==> config.mk <==
export PLATFORM = sky130hd
export DESIGN_NAME = km_switch
export DESIGN_NICKNAME = d
export VERILOG_FILES = /design/src/rtl/km_pkg.sv /design/src/rtl/km_fifo.sv /design/src/rtl/km_dev_filter.sv /design/src/rtl/km_switch.sv
export SDC_FILE = /design/constraint.sdc
export NUM_CORES = 1
export LEC_CHECK = 0
export ABC_CLOCK_PERIOD_IN_PS = 4400
export BUFFER_PORTS_ARGS = -buffer_cell sky130_fd_sc_hd__buf_2
export CAP_MARGIN = 20
export CORE_MARGIN = 2
export CORE_UTILIZATION = 50
export DETAILED_ROUTE_END_ITERATION = 16
export GPL_TIMING_DRIVEN = 0
export HOLD_SLACK_MARGIN = 0.1
export PLACE_DENSITY = 0.68
export SKIP_CTS_REPAIR_TIMING = 1
export SLEW_MARGIN = 15
export SYNTH_ARGS = -nofsm -noshare
export SYNTH_HDL_FRONTEND = slang
export SYNTH_SLANG_ARGS = --single-unit
export TNS_END_PERCENT = 50
==> constraint.sdc <==
create_clock -name clk -period 4.4 [get_ports clk]
set_clock_uncertainty 0.05 [all_clocks]
set_input_delay 0.66 -clock clk [delete_from_list [all_inputs] [get_ports clk]]
set_output_delay 0.66 -clock clk [all_outputs]
set_load 0.1 [all_outputs]
==> src/rtl/km_pkg.sv <==
// constants, id lists and types shared by the keyboard/mouse switch control logic
// assumes one 50 MHz clock and a synchronous active-low reset everywhere
`default_nettype none

package km_pkg;

  // ************************************************************
  // sizes
  // ************************************************************
  localparam int NUM_HOSTS = 4;
  localparam int NUM_PERIPH = 2;
  localparam int ID_W = 32;
  localparam int DATA_W = 8;
  localparam int FIFO_DEPTH = 32;
  localparam int PORT_KBD = 0;
  localparam int PORT_MOUSE = 1;
  localparam int SEL_RESET_IDX = 0;

  // ************************************************************
  // accepted device class and interface protocols
  // ************************************************************
  localparam logic [7:0] CLASS_HID = 8'h03;
  localparam logic [7:0] PROTO_KBD = 8'h01;
  localparam logic [7:0] PROTO_MOUSE = 8'h02;

  // ************************************************************
  // fixed filter lists, vendor:product; values are arbitrary
  // ************************************************************
  localparam int DENY_N = 2;
  localparam logic [ID_W-1:0] DENY_LIST [DENY_N] = '{32'h1234_0bad, 32'h1234_0c0d};
  localparam int ALLOW_N = 3;
  localparam logic [ID_W-1:0] ALLOW_LIST [ALLOW_N] =
    '{32'h1234_0001, 32'h1234_0002, 32'h1234_0bad};

  // ************************************************************
  // timing
  // ************************************************************
  localparam int CLK_HZ = 50_000_000;
  localparam int REJECT_IND_MS = 250;
  localparam int REJECT_IND_CYCLES = REJECT_IND_MS * (CLK_HZ / 1000);

  typedef enum logic [1:0] {
    ST_SELFTEST,
    ST_RUN,
    ST_FAIL
  } mode_e;

endpackage

`default_nettype wire

==> src/rtl/km_fifo.sv <==
// synchronous fifo with valid/ready on both sides and a flush input
// assumes flush may stay high for many cycles; the owning block holds it outside normal mode
`default_nettype none

module km_fifo #(
  parameter int W = 9,
  parameter int DEPTH = 32
) (
  // clock and reset
  input wire logic clk,
  input wire logic rst_n,
  // purge
  input wire logic flush,
  // fill side
  input wire logic in_valid,
  output logic in_ready,
  input wire logic [W-1:0] in_data,
  // drain side
  output logic out_valid,
  input wire logic out_ready,
  output logic [W-1:0] out_data
);

  localparam int AW = $clog2(DEPTH);

  logic [W-1:0] mem [DEPTH];
  logic [AW-1:0] wr_ptr;
  logic [AW-1:0] rd_ptr;
  logic [AW:0] count;
  logic push;
  logic pop;

  assign in_ready = (count != (AW+1)'(DEPTH));
  assign out_valid = (count != '0);
  assign out_data = mem[rd_ptr];
  assign push = in_valid && in_ready && !flush;
  assign pop = out_valid && out_ready && !flush;

  // ************************************************************
  // storage; volatile only, cleared pointers make old words unreachable
  // ************************************************************
  always_ff @(posedge clk) begin
    if (push) begin
      mem[wr_ptr] <= in_data;
    end
  end

  always_ff @(posedge clk) begin
    if (!rst_n || flush) begin
      wr_ptr <= '0;
      rd_ptr <= '0;
      count <= '0;
    end else begin
      if (push) begin
        wr_ptr <= (wr_ptr == AW'(DEPTH - 1)) ? '0 : wr_ptr + 1'b1;
      end
      if (pop) begin
        rd_ptr <= (rd_ptr == AW'(DEPTH - 1)) ? '0 : rd_ptr + 1'b1;
      end
      count <= count + (AW+1)'(push) - (AW+1)'(pop);
    end
  end

endmodule

`default_nettype wire

==> src/rtl/km_dev_filter.sv <==
// fixed deny/allow filter for an enumerating peripheral
// assumes id, class and protocol are stable while checked
`default_nettype none

module km_dev_filter
  import km_pkg::*;
(
  // clock and reset, for checks only
  input wire logic clk,
  input wire logic rst_n,
  // enumeration data
  input wire logic port,
  input wire logic [ID_W-1:0] dev_id,
  input wire logic [7:0] dev_class,
  input wire logic [7:0] dev_proto,
  // verdict
  output logic ok
);

  logic [DENY_N-1:0] deny_vec;
  logic [ALLOW_N-1:0] allow_vec;
  logic deny_hit;
  logic allow_hit;
  logic proto_ok;

  for (genvar i = 0; i < DENY_N; i++) begin : g_deny
    assign deny_vec[i] = (dev_id == DENY_LIST[i]);
  end
  for (genvar i = 0; i < ALLOW_N; i++) begin : g_allow
    assign allow_vec[i] = (dev_id == ALLOW_LIST[i]);
  end

  assign deny_hit = |deny_vec;
  assign allow_hit = |allow_vec;
  // only hid keyboard on the keyboard port, hid mouse on the mouse port
  assign proto_ok = (dev_class == CLASS_HID) &&
    (dev_proto == ((port == 1'(PORT_MOUSE)) ? PROTO_MOUSE : PROTO_KBD));
  // deny always beats allow
  assign ok = allow_hit && !deny_hit && proto_ok;
endmodule

`default_nettype wire

==> src/rtl/km_switch.sv <==
// security control of a keyboard/mouse sharing switch: selection, filter, routing
// assumes debounced button levels and enumeration results from the usb host cores
//
// Function
// - forward input only to selected host
// - no data path between hosts
// - failure state blocks all data
// - deny-listed devices are unauthorized
// - allow-listed authorized only if not denied
// - refuse unauthorized peripherals at attach
// - refuse unauthorized interface protocols
// - indicate every refusal to user
// - accept only authorized device and protocol
// - peripheral ports only usb keyboard, mouse
// - emulate keyboard and mouse toward hosts
// - reject re-enumeration as unauthorized device
// - never store input in non-volatile memory
// - purge keyboard data on every switch
// - ignore scan, host and hotkey switching
// - switch only on button or remote
// - keyboard and mouse switch together
// - data flows peripheral to host only
// - self-test failure: indicate, stop switching
// - always show selected host on buttons
`default_nettype none

module km_switch
  import km_pkg::*;
#(
  parameter int REJECT_CYCLES = REJECT_IND_CYCLES,
  parameter int DEPTH = FIFO_DEPTH
) (
  // clock and reset
  input wire logic clk,
  input wire logic rst_n,
  // power-on self-test result
  input wire logic selftest_done,
  input wire logic selftest_fail,
  // user selection, one level per host
  input wire logic [NUM_HOSTS-1:0] console_btn,
  input wire logic [NUM_HOSTS-1:0] remote_btn,
  // peripheral attach and enumeration
  input wire logic [NUM_PERIPH-1:0] periph_present,
  input wire logic enum_valid,
  input wire logic enum_port,
  input wire logic [ID_W-1:0] enum_id,
  input wire logic [7:0] enum_class,
  input wire logic [7:0] enum_proto,
  // peripheral reports
  input wire logic rpt_valid,
  input wire logic rpt_port,
  input wire logic [DATA_W-1:0] rpt_data,
  output logic rpt_ready,
  // emulated keyboard/mouse toward hosts
  output logic [NUM_HOSTS-1:0] host_valid,
  output logic host_is_mouse,
  output logic [DATA_W-1:0] host_data,
  input wire logic [NUM_HOSTS-1:0] host_ready,
  // indicators
  output logic [NUM_HOSTS-1:0] sel_led,
  output logic [NUM_PERIPH-1:0] port_ok,
  output logic reject_led,
  output logic fail_led,
  output logic fail_buzzer
);

  localparam int RW = $clog2(REJECT_CYCLES + 1);
  localparam int FW = DATA_W + 1;
  localparam int CW = $clog2(DEPTH + 1);

  mode_e mode;
  logic [NUM_HOSTS-1:0] btn_prev;
  logic [NUM_HOSTS-1:0] btn_now;
  logic [NUM_HOSTS-1:0] btn_rise;
  logic single_press;
  logic switch_go;
  logic filt_ok;
  logic reject_evt;
  logic [RW-1:0] rej_cnt;
  logic [RW-1:0] next_rej_cnt;
  logic fifo_flush;
  logic fifo_in_valid;
  logic fifo_in_ready;
  logic fifo_out_valid;
  logic fifo_out_ready;
  logic [FW-1:0] fifo_out_data;
  logic host_done;
  logic take;
  logic push_rpt;
  logic pop_rpt;
  logic [CW-1:0] held;
  logic [CW-1:0] next_held;

  // ************************************************************
  // operating mode
  // ************************************************************
  always_ff @(posedge clk) begin
    if (!rst_n) begin
      mode <= ST_SELFTEST;
    end else begin
      case (mode)
        ST_SELFTEST: begin
          if (selftest_fail) begin
            mode <= ST_FAIL;
          end else if (selftest_done) begin
            mode <= ST_RUN;
          end
        end
        ST_RUN: mode <= ST_RUN;
        // only reset, i.e. a power cycle, leaves the failure state
        ST_FAIL: mode <= ST_FAIL;
        default: mode <= ST_FAIL;
      endcase
    end
  end

  always_ff @(posedge clk) begin
    if (!rst_n) begin
      fail_led <= 1'b0;
      fail_buzzer <= 1'b0;
    end else begin
      fail_led <= (mode == ST_FAIL);
      fail_buzzer <= (mode == ST_FAIL);
    end
  end

  // ************************************************************
  // host selection
  // ************************************************************
  // only the front buttons and wired remote exist as switch sources;
  // no host, scan timer or key sequence can reach this logic
  assign btn_now = console_btn | remote_btn;
  assign btn_rise = btn_now & ~btn_prev;
  // two hosts pressed at once is ambiguous, so it is ignored
  assign single_press = (btn_rise != '0) && ((btn_rise & (btn_rise - 1'b1)) == '0);
  assign switch_go = (mode == ST_RUN) && single_press && (btn_rise != sel_led);

  always_ff @(posedge clk) begin
    if (!rst_n) begin
      btn_prev <= '0;
    end else begin
      btn_prev <= btn_now;
    end
  end

  // one selection register governs keyboard and mouse alike
  always_ff @(posedge clk) begin
    if (!rst_n) begin
      sel_led <= NUM_HOSTS'(1) << SEL_RESET_IDX;
    end else if (switch_go) begin
      sel_led <= btn_rise;
    end
  end

  // ************************************************************
  // peripheral authorization
  // ************************************************************
  km_dev_filter u_filter (
    .clk(clk),
    .rst_n(rst_n),
    .port(enum_port),
    .dev_id(enum_id),
    .dev_class(enum_class),
    .dev_proto(enum_proto),
    .ok(filt_ok)
  );

  assign reject_evt = enum_valid && periph_present[enum_port] && !filt_ok;

  // every enumeration, first or repeated, is judged afresh
  for (genvar g = 0; g < NUM_PERIPH; g++) begin : g_port
    always_ff @(posedge clk) begin
      if (!rst_n) begin
        port_ok[g] <= 1'b0;
      end else if (!periph_present[g]) begin
        port_ok[g] <= 1'b0;
      end else if (enum_valid && (enum_port == 1'(g))) begin
        port_ok[g] <= filt_ok;
      end
    end
  end

  // refusal indication is stretched so a person can see it
  always_comb begin
    if (reject_evt) begin
      next_rej_cnt = RW'(REJECT_CYCLES);
    end else if (rej_cnt != '0) begin
      next_rej_cnt = rej_cnt - 1'b1;
    end else begin
      next_rej_cnt = '0;
    end
  end

  always_ff @(posedge clk) begin
    if (!rst_n) begin
      rej_cnt <= '0;
      reject_led <= 1'b0;
    end else begin
      rej_cnt <= next_rej_cnt;
      reject_led <= (next_rej_cnt != '0);
    end
  end

  // ************************************************************
  // report path, peripheral to host only
  // ************************************************************
  // reports of refused ports and all reports outside normal mode are
  // swallowed; only a full buffer ever stalls the peripherals
  assign fifo_in_valid = rpt_valid && (mode == ST_RUN) && port_ok[rpt_port];
  assign fifo_flush = switch_go || (mode != ST_RUN);
  assign push_rpt = fifo_in_valid && fifo_in_ready && !fifo_flush;
  assign pop_rpt = fifo_out_valid && fifo_out_ready && !fifo_flush;

  // occupancy is mirrored here so ready can leave a flip-flop; the price
  // is that a refused port also waits while the buffer is full
  always_comb begin
    if (fifo_flush) begin
      next_held = '0;
    end else begin
      next_held = held + CW'(push_rpt) - CW'(pop_rpt);
    end
  end

  always_ff @(posedge clk) begin
    if (!rst_n) begin
      held <= '0;
      rpt_ready <= 1'b1;
    end else begin
      held <= next_held;
      rpt_ready <= (next_held != CW'(DEPTH));
    end
  end

  // volatile buffer only; there is no path to any non-volatile store
  km_fifo #(
    .W(FW),
    .DEPTH(DEPTH)
  ) u_fifo (
    .clk(clk),
    .rst_n(rst_n),
    .flush(fifo_flush),
    .in_valid(fifo_in_valid),
    .in_ready(fifo_in_ready),
    .in_data({rpt_port, rpt_data}),
    .out_valid(fifo_out_valid),
    .out_ready(fifo_out_ready),
    .out_data(fifo_out_data)
  );

  // ************************************************************
  // host emulation stage
  // ************************************************************
  // only the ready of the host being served is looked at; nothing a
  // host drives can reach another host, and the peripherals see it only as a full buffer
  assign host_done = ((host_valid & host_ready) != '0);
  assign take = fifo_out_valid && (mode == ST_RUN) && !switch_go &&
    ((host_valid == '0) || host_done);
  assign fifo_out_ready = take;

  // the device re-issues each report as its own emulated function
  always_ff @(posedge clk) begin
    if (!rst_n || (mode != ST_RUN) || switch_go) begin
      host_valid <= '0;
      host_is_mouse <= 1'b0;
      host_data <= '0;
    end else if (take) begin
      host_valid <= sel_led;
      host_is_mouse <= fifo_out_data[DATA_W];
      host_data <= fifo_out_data[DATA_W-1:0];
    end else if (host_done) begin
      host_valid <= '0;
    end
  end
endmodule

`default_nettype wire

==> Yosys cells after proc, flatten, opt, wreduce, memory -nomap -nowiden <==
Memories as Yosys holds them, arrays and structs flattened. A register that Yosys moved wholly into a read port is not among the register bits.
Index checks and enable logic that the tools add are counted.
{ "word_totals": {"regBits": 65, "ram_bits": 288, "input_bits": 78, "wordCells": 105, "n_memories": 1} }
{ "mem_list": {"columns": ["memory", "words", "width", "read_ports", "rd_clocked_by_memory_dff", "wr", "line_no", "text"], "rows": [
  ["u_fifo.mem", 32, 9, 1, 1, 1, "km_fifo.sv:26", "logic [W-1:0] mem [DEPTH];"]
]} }
{ "op_classes": {"add_sub_neg": 8, "n_lt_le_gt_ge": 2, "n_eq_ne": 15, "mux": 17, "bitwise": 6, "reduce_logical": 42} }
{ "op_table": {"columns": ["op", "n"], "rows": [
  ["32-bit by 29-bit == test with 1-bit output (second input constant)", 4],
  ["24-bit 2-to-1 mux", 2],
  ["24-bit nonzero test", 2],
  ["24-bit by 1-bit subtractor with 24-bit output (second input constant)", 1],
  ["1-bit logical AND", 19],
  ["6-bit by 1-bit adder with 6-bit output", 2],
  ["4-bit bitwise AND", 3],
  ["6-bit != test (second input constant)", 2],
  ["6-bit by 1-bit subtractor with 6-bit output", 2],
  ["5-bit by 1-bit adder with 5-bit output (second input constant)", 2],
  ["5-bit == test (second input constant)", 2],
  ["5-bit 2-to-1 mux", 2],
  ["8-bit by 2-bit == test with 1-bit output (second input constant)", 1],
  ["8-bit == test", 1],
  ["4-bit logical NOT", 2],
  ["4-bit 2-to-1 mux", 2],
  ["4-bit nonzero test", 2],
  ["1-bit 2-to-1 mux", 6],
  ["2-bit 2-to-1 mux", 3],
  ["6-bit 2-to-1 mux", 1],
  ["6-bit nonzero test", 1],
  ["1-bit logical NOT", 5],
  ["1-bit logical OR", 5],
  ["1-bit by 2-bit less-than comparator with 1-bit output (second input constant)", 2],
  ["other kinds (15)", 16]
]} }

==> Logic depth before layout (Yosys ltp) <==
Gate-level depths: netlist (run 1).
{ "depth": {"ltp_word": 16, "ltp_mapped": 15, "mapped_depth_nobuf": 15} }

==> By module <==
Synthesis (run 1) repeated with hierarchy kept, for this count alone.
{ "hier_totals": {"cells_unflattened": 1029, "hier_area_um2": 15347.2} }
{ "modules_own_cells": {"columns": ["module", "n_inst", "cells_per_inst", "area_per_inst_um2"], "rows": [
  ["km_fifo", 1, 677, 12248.0],
  ["km_switch", 1, 333, 2932.8],
  ["km_dev_filter", 1, 19, 166.4]
]} }

==> Worst setup path after synthesis (run 1) <==
OpenSTA, ideal clock, no wires.
{ "synth_path": {"path_type": "register -> register", "startpoint": "register host_valid[0]", "endpoint": "register rpt_ready", "arrival_ns": 3.761, "required_ns": 4.216, "slack_ns": 0.455, "path_stages_with_launch": 12, "n_path_buf": 0, "synth_period_minus_slack_ns": 3.945, "path_cell_list": "dfxtp_1 -> a221oi_1 -> a22oi_1 -> nand3_1 -> or2_2 -> ha_1 -> a21o_1 -> a21oi_1 -> o21bai_1 -> a21oi_1 -> xnor2_1 -> or4_1"} }
{ "synth_via": {"elab_chain_len": 9, "word_cells_on_any_way": 10, "classes_between": "add/sub: 1; eq/ne: 1; mux: 1; bitwise: 1; reduce/logical: 6"} }
{ "synth_lines": {"columns": ["element", "line_no", "text"], "rows": [
  ["start, declared", "km_switch.sv:55", "output logic [NUM_HOSTS-1:0] host_valid,"],
  ["start signal, assigned", "km_switch.sv:267", "host_valid <= sel_led;"],
  ["4-bit bitwise AND", "km_switch.sv:255", "assign host_done = ((host_valid & host_ready) != '0);"],
  ["4-bit nonzero test", "km_switch.sv:255", null],
  ["1-bit logical OR *", "km_switch.sv:257", "((host_valid == '0) || host_done);"],
  ["1-bit logical AND *", "km_switch.sv:256", "assign take = fifo_out_valid && (mode == ST_RUN) && !switch_go &&"],
  ["1-bit logical AND * (2 in a row)", "km_switch.sv:212", "assign pop_rpt = fifo_out_valid && fifo_out_ready && !fifo_flush;"],
  ["6-bit by 1-bit subtractor with 6-bit output *", "km_switch.sv:220", "next_held = held + CW'(push_rpt) - CW'(pop_rpt);"],
  ["6-bit 2-to-1 mux *", "km_switch.sv:217", "if (fifo_flush) begin"],
  ["6-bit != test *", "km_switch.sv:230", "rpt_ready <= (next_held != CW'(DEPTH));"],
  ["end signal, assigned", "km_switch.sv:230", null],
  ["end, declared", "km_switch.sv:53", "output logic rpt_ready,"]
]} }
Mark *: on every way between the ends. The rest lies on a longest branch, timed or not.
A chain may end at the register's enable or synchronous reset.

==> Worst setup path after layout (run 1) <==
{ "layout_path": {"startpoint": "input port rpt_port", "endpoint": "memory u_fifo.mem[17][6] (enable)"} }
{ "layout_via": {"elab_chain_len": 7} }
{ "layout_lines": {"columns": ["element", "line_no", "text"], "rows": [
  ["start, declared", "km_switch.sv:51", "input wire logic rpt_port,"],
  ["1-bit 2-to-1 mux (not written as such) (2 in a row)", "km_switch.sv:209", "assign fifo_in_valid = rpt_valid && (mode == ST_RUN) && port_ok[rpt_port];"],
  ["1-bit logical AND", "km_switch.sv:209", null],
  ["1-bit logical AND (2 in a row)", "km_fifo.sv:36", "assign push = in_valid && in_ready && !flush;"],
  ["1-bit 2-to-1 mux", "km_fifo.sv:43", "if (push) begin"],
  ["1-bit 2-to-1 mux (not written as such)", "km_fifo.sv:44", "mem[wr_ptr] <= in_data;"],
  ["end, declared", "km_fifo.sv:26", null]
]} }
No other way between the ends. The select of a mux whose other input is x is not followed.

==> results_dict.tcl, run 1 <==
set metrics [dict create \
    grt_overflow 0 \
    area_growth_pct 14.0 \
    power_uw 7160 \
    maxCapViolations 0 \
    clk_latency_ns 0.52 \
    leakage_uw 0.00550 \
    final_area_um2 17100 \
    synth_most_common_cell "edfxtp_1" \
    fmax_ghz 0.245 \
    htreeDepth 2 \
    die_w_um 177 \
    hold_class "in -> reg" \
    cts_tree "yes" \
    hold_viol_final 0 \
    synthCells 918 \
    min_path_cells 2 \
    p_clk_frac 0.407 \
    drv_slew 0 \
    end_kind "flop" \
    synth_top_cell_by_area "edfxtp_1" \
    hold-path-endpoint "btn_prev[2]" \
    drtAntennaViolNets 0 \
    path_class "in -> reg" \
    drc 0 \
    dpl.hpwl_mm 21.7 \
    die_y_um 177 \
    finalCritPeriodShare 0.928 \
    nNetsFinal 1160 \
    hold_start "console_btn[2]" \
    vias_per_cell 5.84 \
    portBuffers 100 \
    clockBufferDepth 3 \
    root_buffer "clkbuf_16" \
    rsz0062_at_grt "no" \
    drt_iter0_markers 880 \
    cp-start-kind "input pin" \
    track_usage 0.210 \
    max_slew_margin 0.321 \
    final.setup.worst_slack_ns 0.319 \
    status "complete, no violations" \
    die-area_um2 31500 \
    synth_seq_area_share 0.674 \
    row_count 63 \
    min_period_ns 4.08 \
    synth_nets 1020 \
    pin_count 101 \
    seqPwrFrac 0.530 \
    post-place-ws_ns -0.149 \
    grt_pass1_wl_mm 49.3 \
    async_flop_share 0 \
    synth.cell_area_um2 15000 \
    swShare 0.218 \
    finalSetupViolations 0 \
    cellPowerDensity_nw_per_um2 418 \
    synth_warnings 0 \
    grt_max_degree 34 \
    clk_pin_slew_ns 0.06 \
    globalplace.congestion 0.830 \
    vdd.ir_drop.worst_v 0.000219 \
    ys_top_cells_by_count "edfxtp_1 (288), mux4_2 (90), nor2_1 (80)" \
    cts_buffers 38 \
    ys_top_cells_by_area "edfxtp_1 (58%), mux4_2 (13%), dfxtp_1 (9.9%), nor2_1 (2.0%), ha_1 (1.8%)" \
    worst-slew-pin-transition_ns 1.01 \
    place_area_um2 16000 \
    reg2regPathDepth 11 \
    coreArea_um2 29600 \
    r2r_start "host_valid[3]" \
    wl_mm 32.6 \
    synthDistinctLibCells 61 \
    grt_pass1_vias 8326 \
    ys_ff_latch 362 \
    vias 8603 \
    postSynthAreaPerCell_um2 16.4 \
    p_sw_uw 1560 \
    yosysTopAreaCellShare 0.575 \
    cts.sinks 362 \
    antenna_found_initial 0 \
    comb_power_share 0.063 \
    path_max_fanout 33 \
    arrival_ns 4.17 \
    wl_per_cell_um 22.1 \
    initial_core_util 0.507 \
    drive_gt1_frac 0.233 \
    first_pass_iters 5 \
    rrSetupSlack_ns 0.44 \
    diodes 0 \
    cp_data_required_time_ns 4.49 \
    intPower_uw 5600 \
    startpoint "rpt_port" \
    r2r-end "rpt_ready" \
    synth_ff_type "edfxtp_1" \
    fin_util 0.578 \
    synth_edf_count 288 \
]
## state kept, by name (all words and copies together) (netlist names), 2 cells and up
name	flops
host_data	8
host_valid	4
u_fifo.wr_ptr	5
mode	2
port_ok	2
held	6
u_fifo.rd_ptr	5
btn_prev	4
u_fifo.count	6
u_fifo.mem	288
rej_cnt	24
sel_led	4
## final cells by class
class	instances	area, um2
repair buffers	100	500
multi-input cells	486	4630
well taps	390	488
plain buffers	48	195
clock inverters	15	88.8
fillers	2316	12500
inverters	22	82.6
clock buffers	50	1030
flip-flops and latches	362	10100
## cells in the final DEF (no fill, tap or decap), drive strengths merged, types with 7 or more instances in the layout
cell type,instances
o21a,8
clkinv,13
nand4,23
o21ai,19
nor2,80
mux2i,12
nand2,18
a21oi,28
buf,115
nor3,10
edfxtp,288
mux4,90
dfxtp,74
ha,22
xnor2,16
o31ai,7
nor4,19
xor2,17
inv,23
clkbuf,83
or4,8
and2,15
a211oi,10
nand3,9
## per-layer routing
metal,share of wire,GRT usage,up-vias,wire [um]
met5,0,0,-,0
met4,0.019,0.0581,0,627
met3,0.069,0.0343,47,2240
met2,0.46,0.329,317,15000
met1,0.45,0.309,4324,14700
li1,-,-,3915,-
## cells by family after synthesis
family,share of synthesized area
AOI/OAI and AO/OA,0.0429
xor gates and xnor gates,0.0192
adders and majority gates,0.0210
buffers and inverters,0.0185
DFF,0.674
muxes,0.144
and+or+nand+nor,0.0804
## power by group through the flow
| stage | combinational [uW] | sequential, uW | clock (uW) |
|---|---|---|---|
| 3_5_place_dp | 447 | 3860 | 0 |
| 2_1_floorplan | 284 | 3860 | 0 |
| 5_1_grt | 496 | 3800 | 3100 |
| 4_1_cts | 450 | 3790 | 2970 |
| 3_3_place_gp | 443 | 3860 | 0 |
| 6_report | 453 | 3790 | 2920 |
## stage by stage
step                TNS [ns]  std cells  hold slack [ns]
global placement      -12.58       1408            0.416
finish                     0       1473            0.314
floorplan                  0        918            0.389
global route               0       1473            0.308
detailed placement    -13.97       1408            0.423
CTS                        0       1473            0.297
## worst max path at each step
stage / end / slack (ns) / cells past startpoint
finish: u_fifo.mem[17][6] / 0.32 / 5
global route: u_fifo.mem[17][3] / 0.11 / 5
floorplan: rpt_ready / 0.46 / 11
global placement: u_fifo.mem[17][6] / -0.14 / 5
CTS: u_fifo.mem[14][1] / 0.38 / 5
detailed placement: u_fifo.mem[14][0] / -0.15 / 5
## worst max-delay path, stage by stage
cell	delay, ns
buf_2	0.52
mux2i_1	0.29
a211oi_1	0.89
nand4_1	0.79
nor2_1	0.97
Power figures use the tool's default switching activity.
==> inputs of run 2 (changes only) <==
Settings changed: CELL_PAD_IN_SITES_DETAIL_PLACEMENT set to 1, CELL_PAD_IN_SITES_GLOBAL_PLACEMENT set to 1, PLACE_DENSITY 0.68 to not set, PLACE_DENSITY_LB_ADDON set to 0.1.
==> run 2 against run 1 <==
Net effect:
- combinational power rose by 2%
- sequential share of layout area shrank 0.48 points
- global-route usage rose by 3.1 points
- final cell count increased by 0.41%
- critical path type is now reg -> reg
- critical endpoint is now rpt_ready
- highest routed layer unchanged
==> results_dict.tcl, run 2 (synthesis results as in run 1) <==
set metrics [dict create \
    status "complete, no violations" \
    p_clk_frac 0.429 \
    comb_power_share 0.062 \
    grt_pass1_wl_mm 56.0 \
    wl_per_cell_um 24.9 \
    maxCapViolations 0 \
    drc 0 \
    cp_data_required_time_ns 4.74 \
    die_w_um 177 \
    fillCellCount 2773 \
    fin_util 0.583 \
    arrival_ns 4.47 \
    diodes 0 \
    swShare 0.219 \
    grt_max_degree 34 \
    vias 8739 \
    cp-start-kind "flop" \
    max_slew_margin 0.253 \
    drtAntennaViolNets 0 \
    post-place-ws_ns -0.255 \
    finalCritPeriodShare 0.937 \
    dpl.hpwl_mm 25.0 \
    pin_count 101 \
    rsz0062_at_grt "no" \
    intPower_uw 5820 \
    seq_area_um2 10100 \
    leakage_uw 0.00557 \
    finalSetupViolations 0 \
    multiInputGateArea_um2 4630 \
    nNetsFinal 1161 \
    drv_slew 0 \
    htreeDepth 2 \
    dp.cells 1408 \
    antenna_found_initial 0 \
    drt_iter0_markers 733 \
    grt_pass1_vias 9171 \
    portBuffers 100 \
    path_max_fanout 8 \
    globalplace.congestion 0.817 \
    top_register "u_fifo.mem" \
    final_cell_mix "edfxtp_1 (288), buf_2 (109), mux4_2 (90)" \
    cts_tree "yes" \
    hold_ws_ns 0.308 \
    end_kind "flop" \
    layout.cells.non_filler 1479 \
    first_pass_iters 5 \
    coreArea_um2 29600 \
    wl_mm 36.9 \
    grt_overflow 0 \
    clk_pin_slew_ns 0.06 \
    row_count 63 \
    fin_tns_setup_ns 0 \
    seqPwrFrac 0.509 \
    die-area_um2 31500 \
    top_regs "u_fifo.mem (288), rej_cnt (24), host_data (8)" \
    path_class "reg -> reg" \
    final.setup.worst_slack_ns 0.277 \
    min_period_ns 4.12 \
    final_common_cell "edfxtp_1" \
    worst-slew-pin-transition_ns 1.11 \
    drive_gt1_frac 0.240 \
    area_growth_pct 14.9 \
    initial_core_util 0.507 \
    clockBufferDepth 3 \
    largest_reg_flops 288 \
    vdd.ir_drop.worst_v 0.000319 \
    root_buffer "clkbuf_16" \
    hold_viol_final 0 \
    clk_latency_ns 0.53 \
    cts.sinks 362 \
    cellPowerDensity_nw_per_um2 431 \
    fmax_ghz 0.243 \
    vias_per_cell 5.91 \
    cts_buffers 39 \
    p_sw_uw 1630 \
    hold_class "in -> reg" \
    track_usage 0.242 \
    die_y_um 177 \
]
[run 2: cell count changes in the layout (fill, tap and decap cells not counted), sizes merged]
cell | before | now
bufinv | 1 | 4
clkbuf | 83 | 82
clkinv | 13 | 17
[run 2: stage by stage]
step	total power [uW]	instance area [um2]
finish	7450	17300
global route	7700	17300
CTS	7510	17300
detailed placement	4320	16000
global placement	4310	16000
floorplan	4150	15000
[run 2: final timing paths]
| path | from | endpoint | slack, ns | cells after the start |
|---|---|---|---|---|
| hold / removal | console_btn[2] | btn_prev[2] | 0.31 | 2 |
| setup / recovery | host_valid[3] | rpt_ready | 0.28 | 11 |
| hold reg to reg | mode[1] | mode[0] | 0.44 | 1 |
| setup reg to reg | host_valid[3] | rpt_ready | 0.28 | 11 |
[run 2: area by class of cell]
type                            count  area share
Buffer                             48      0.0113
Sequential cell                   362       0.586
Multi-Input combinational cell    486       0.268
Clock buffer                       49      0.0605
Clock inverter                     22      0.0122
Inverter                           22     0.00478
Timing Repair Buffer              100      0.0290
Tap cell                          390      0.0282
[run 2: layer usage]
layer,vias up,share of wire,GRT usage
met3,42,0.058,0.0431
met1,4510,0.43,0.338
met2,256,0.49,0.396
met5,-,0,0
li1,3931,-,-
met4,0,0.017,0.0594
[run 2: critical path, cell delays in order (launching register included)]
cell      delay [ns]
dfxtp_1         0.34
or4_1           0.58
a22oi_1         0.66
nand3_1         0.38
or2_2           0.40
ha_1            0.29
a21o_1          0.16
a21oi_1         0.21
o21bai_1        0.09
a21oi_1         0.21
xnor2_1         0.12
or4_1           0.50
[run 2: power by group through the flow]
stage                     combinational, uW  sequential (uW)  clock, uW
after floorplan                         284             3860          0
after global placement                  449             3860          0
after detailed placement                459             3860          0
after CTS                               463             3790       3250
after global routing                    519             3800       3380
final                                   463             3790       3200
==> inputs of run 3 (changes only) <==
Settings changed: CORE_ASPECT_RATIO set to 1.75.
==> run 3 against run 2 <==
Net effect:
- clock-buffer cell count is 4 lower
- final cell count down 1.1%
- critical path depth unchanged
- combinational power barely moved
- hold slack about the same
==> results_dict.tcl, run 3 (synthesis results as in run 1) <==
set metrics [dict create \
    grt_pass1_vias 9261 \
    final_cell_mix "edfxtp_1 (288), buf_2 (109), mux4_2 (90)" \
    nNetsFinal 1156 \
    fin_util 0.573 \
    first_pass_iters 4 \
    track_usage 0.237 \
    cts.sinks 362 \
    final_common_cell "edfxtp_1" \
    cellPowerDensity_nw_per_um2 420 \
    die_w_um 135 \
    portBuffers 100 \
    fmax_ghz 0.242 \
    multiInputGateArea_um2 4630 \
    hold_class "in -> reg" \
    crit_family "simple AND/OR/NAND/NOR gates" \
    finalSetupViolations 0 \
    diodes 0 \
    finalCritPeriodShare 0.938 \
    drtAntennaViolNets 0 \
    grt_overflow 0 \
    vias_per_cell 5.80 \
    path_buf_inv 0 \
    max_slew_margin 0.312 \
    clk_pin_slew_ns 0.06 \
    row_count 84 \
    worst-slew-pin-transition_ns 1.03 \
    cpMaxStageDelayCell "a22oi_1" \
    dp.cells 1405 \
    antenna_found_initial 0 \
    path_class "reg -> reg" \
    top_register "u_fifo.mem" \
    end_kind "flop" \
    leakage_uw 0.00548 \
    critPathMaxStageDelay_ns 0.61 \
    die_y_um 233 \
    fillCellCount 2833 \
    layout.cells.non_filler 1463 \
    wl_mm 36.1 \
    path_max_fanout 8 \
    seq_area_um2 10100 \
    drv_slew 0 \
    maxCapViolations 0 \
    die-area_um2 31500 \
    cts_tree "yes" \
    status "complete, no violations" \
    clockBufferDepth 3 \
    grt_pass1_wl_mm 54.9 \
    htreeDepth 2 \
    globalplace.congestion 0.816 \
    root_buffer "clkbuf_16" \
    dpl.hpwl_mm 26.0 \
    initial_core_util 0.504 \
    drc 0 \
    area_growth_pct 13.8 \
    arrival_ns 4.47 \
    cp-start-kind "flop" \
    vias 8480 \
    drive_gt1_frac 0.236 \
    power_uw 7180 \
    drt_iter0_markers 612 \
    cp_data_required_time_ns 4.74 \
    crit_chain "or4_1, a22oi_1, nand3_1, or2_2, ha_1, a21o_1, a21oi_1, o21bai_1, a21oi_1, xnor2_1, or4_1" \
    vdd.ir_drop.worst_v 0.000325 \
    clk_latency_ns 0.52 \
    largest_reg_flops 288 \
    min_period_ns 4.13 \
    grt_max_degree 34 \
    coreArea_um2 29800 \
    rsz0062_at_grt "no" \
    pin_count 101 \
    top_regs "u_fifo.mem (288), rej_cnt (24), host_data (8)" \
    hold_viol_final 0 \
    cts_buffers 34 \
    wl_per_cell_um 24.7 \
]
[run 3: changes by cell type in the layout (fill, tap and decap cells not counted)]
cell        delta
nor2_1         +1
nor2_2         -1
clkinv_8       -1
clkbuf_8       -1
clkinv_2       -1
clkinv_1       -9
clkbuf_1       +2
clkinvlp_4     +2
clkbuf_16      -5
[run 3: stage by stage]
step | TNS, ns | cell area (um2) | hold WS (ns) | setup WS [ns]
after detailed placement | -0.0273 | 16000 | 0.417 | -0.0237
after floorplan | 0 | 15000 | 0.389 | 0.455
after CTS | 0 | 17100 | 0.293 | 0.161
final | 0 | 17100 | 0.309 | 0.273
after global routing | 0 | 17100 | 0.308 | 0.00809
after global placement | 0 | 16000 | 0.415 | 0.0331
[run 3: worst register-to-register path: cells and delay by family, from the launching register on]
family          cells  cell delay [ns]
compound gates      5             1.30
xor+xnor            1             0.11
fa+ha+maj           1             0.29
flops               1             0.33
simple gates        4             1.91
[run 3: path summary, 6_finish.rpt]
| path | from | depth (start not counted) | slack (ns) | end |
|---|---|---|---|---|
| min reg2reg | port_ok[1] | 2 | 0.42 | port_ok[1] |
| max reg2reg | host_valid[3] | 11 | 0.27 | rpt_ready |
| min | console_btn[1] | 2 | 0.31 | btn_prev[1] |
| max | host_valid[3] | 11 | 0.27 | rpt_ready |
[run 3: routing by layer]
layer / routed length [um] / up-vias / GRT usage / share of wire
met2: 20200 / 192 / 0.450 / 0.56
met3: 1300 / 58 / 0.0297 / 0.036
met4: 1070 / 0 / 0.0830 / 0.030
met5: 0 / - / 0 / 0
li1: - / 3898 / - / -
met1: 13600 / 4332 / 0.270 / 0.38
[run 3: cell type report]
class | instances | area share
Buffer | 48 | 0.0114
Tap cell | 387 | 0.0283
Timing Repair Buffer | 100 | 0.0293
Inverter | 22 | 0.00483
Clock buffer | 45 | 0.0534
Sequential cell | 362 | 0.592
Clock inverter | 13 | 0.00995
Multi-Input combinational cell | 486 | 0.271
[run 3: power breakdown]
group	switching, uW	internal [uW]
Clock	1230	1700
Combinational	290	174
Sequential	60.8	3730
Total	1580	5600
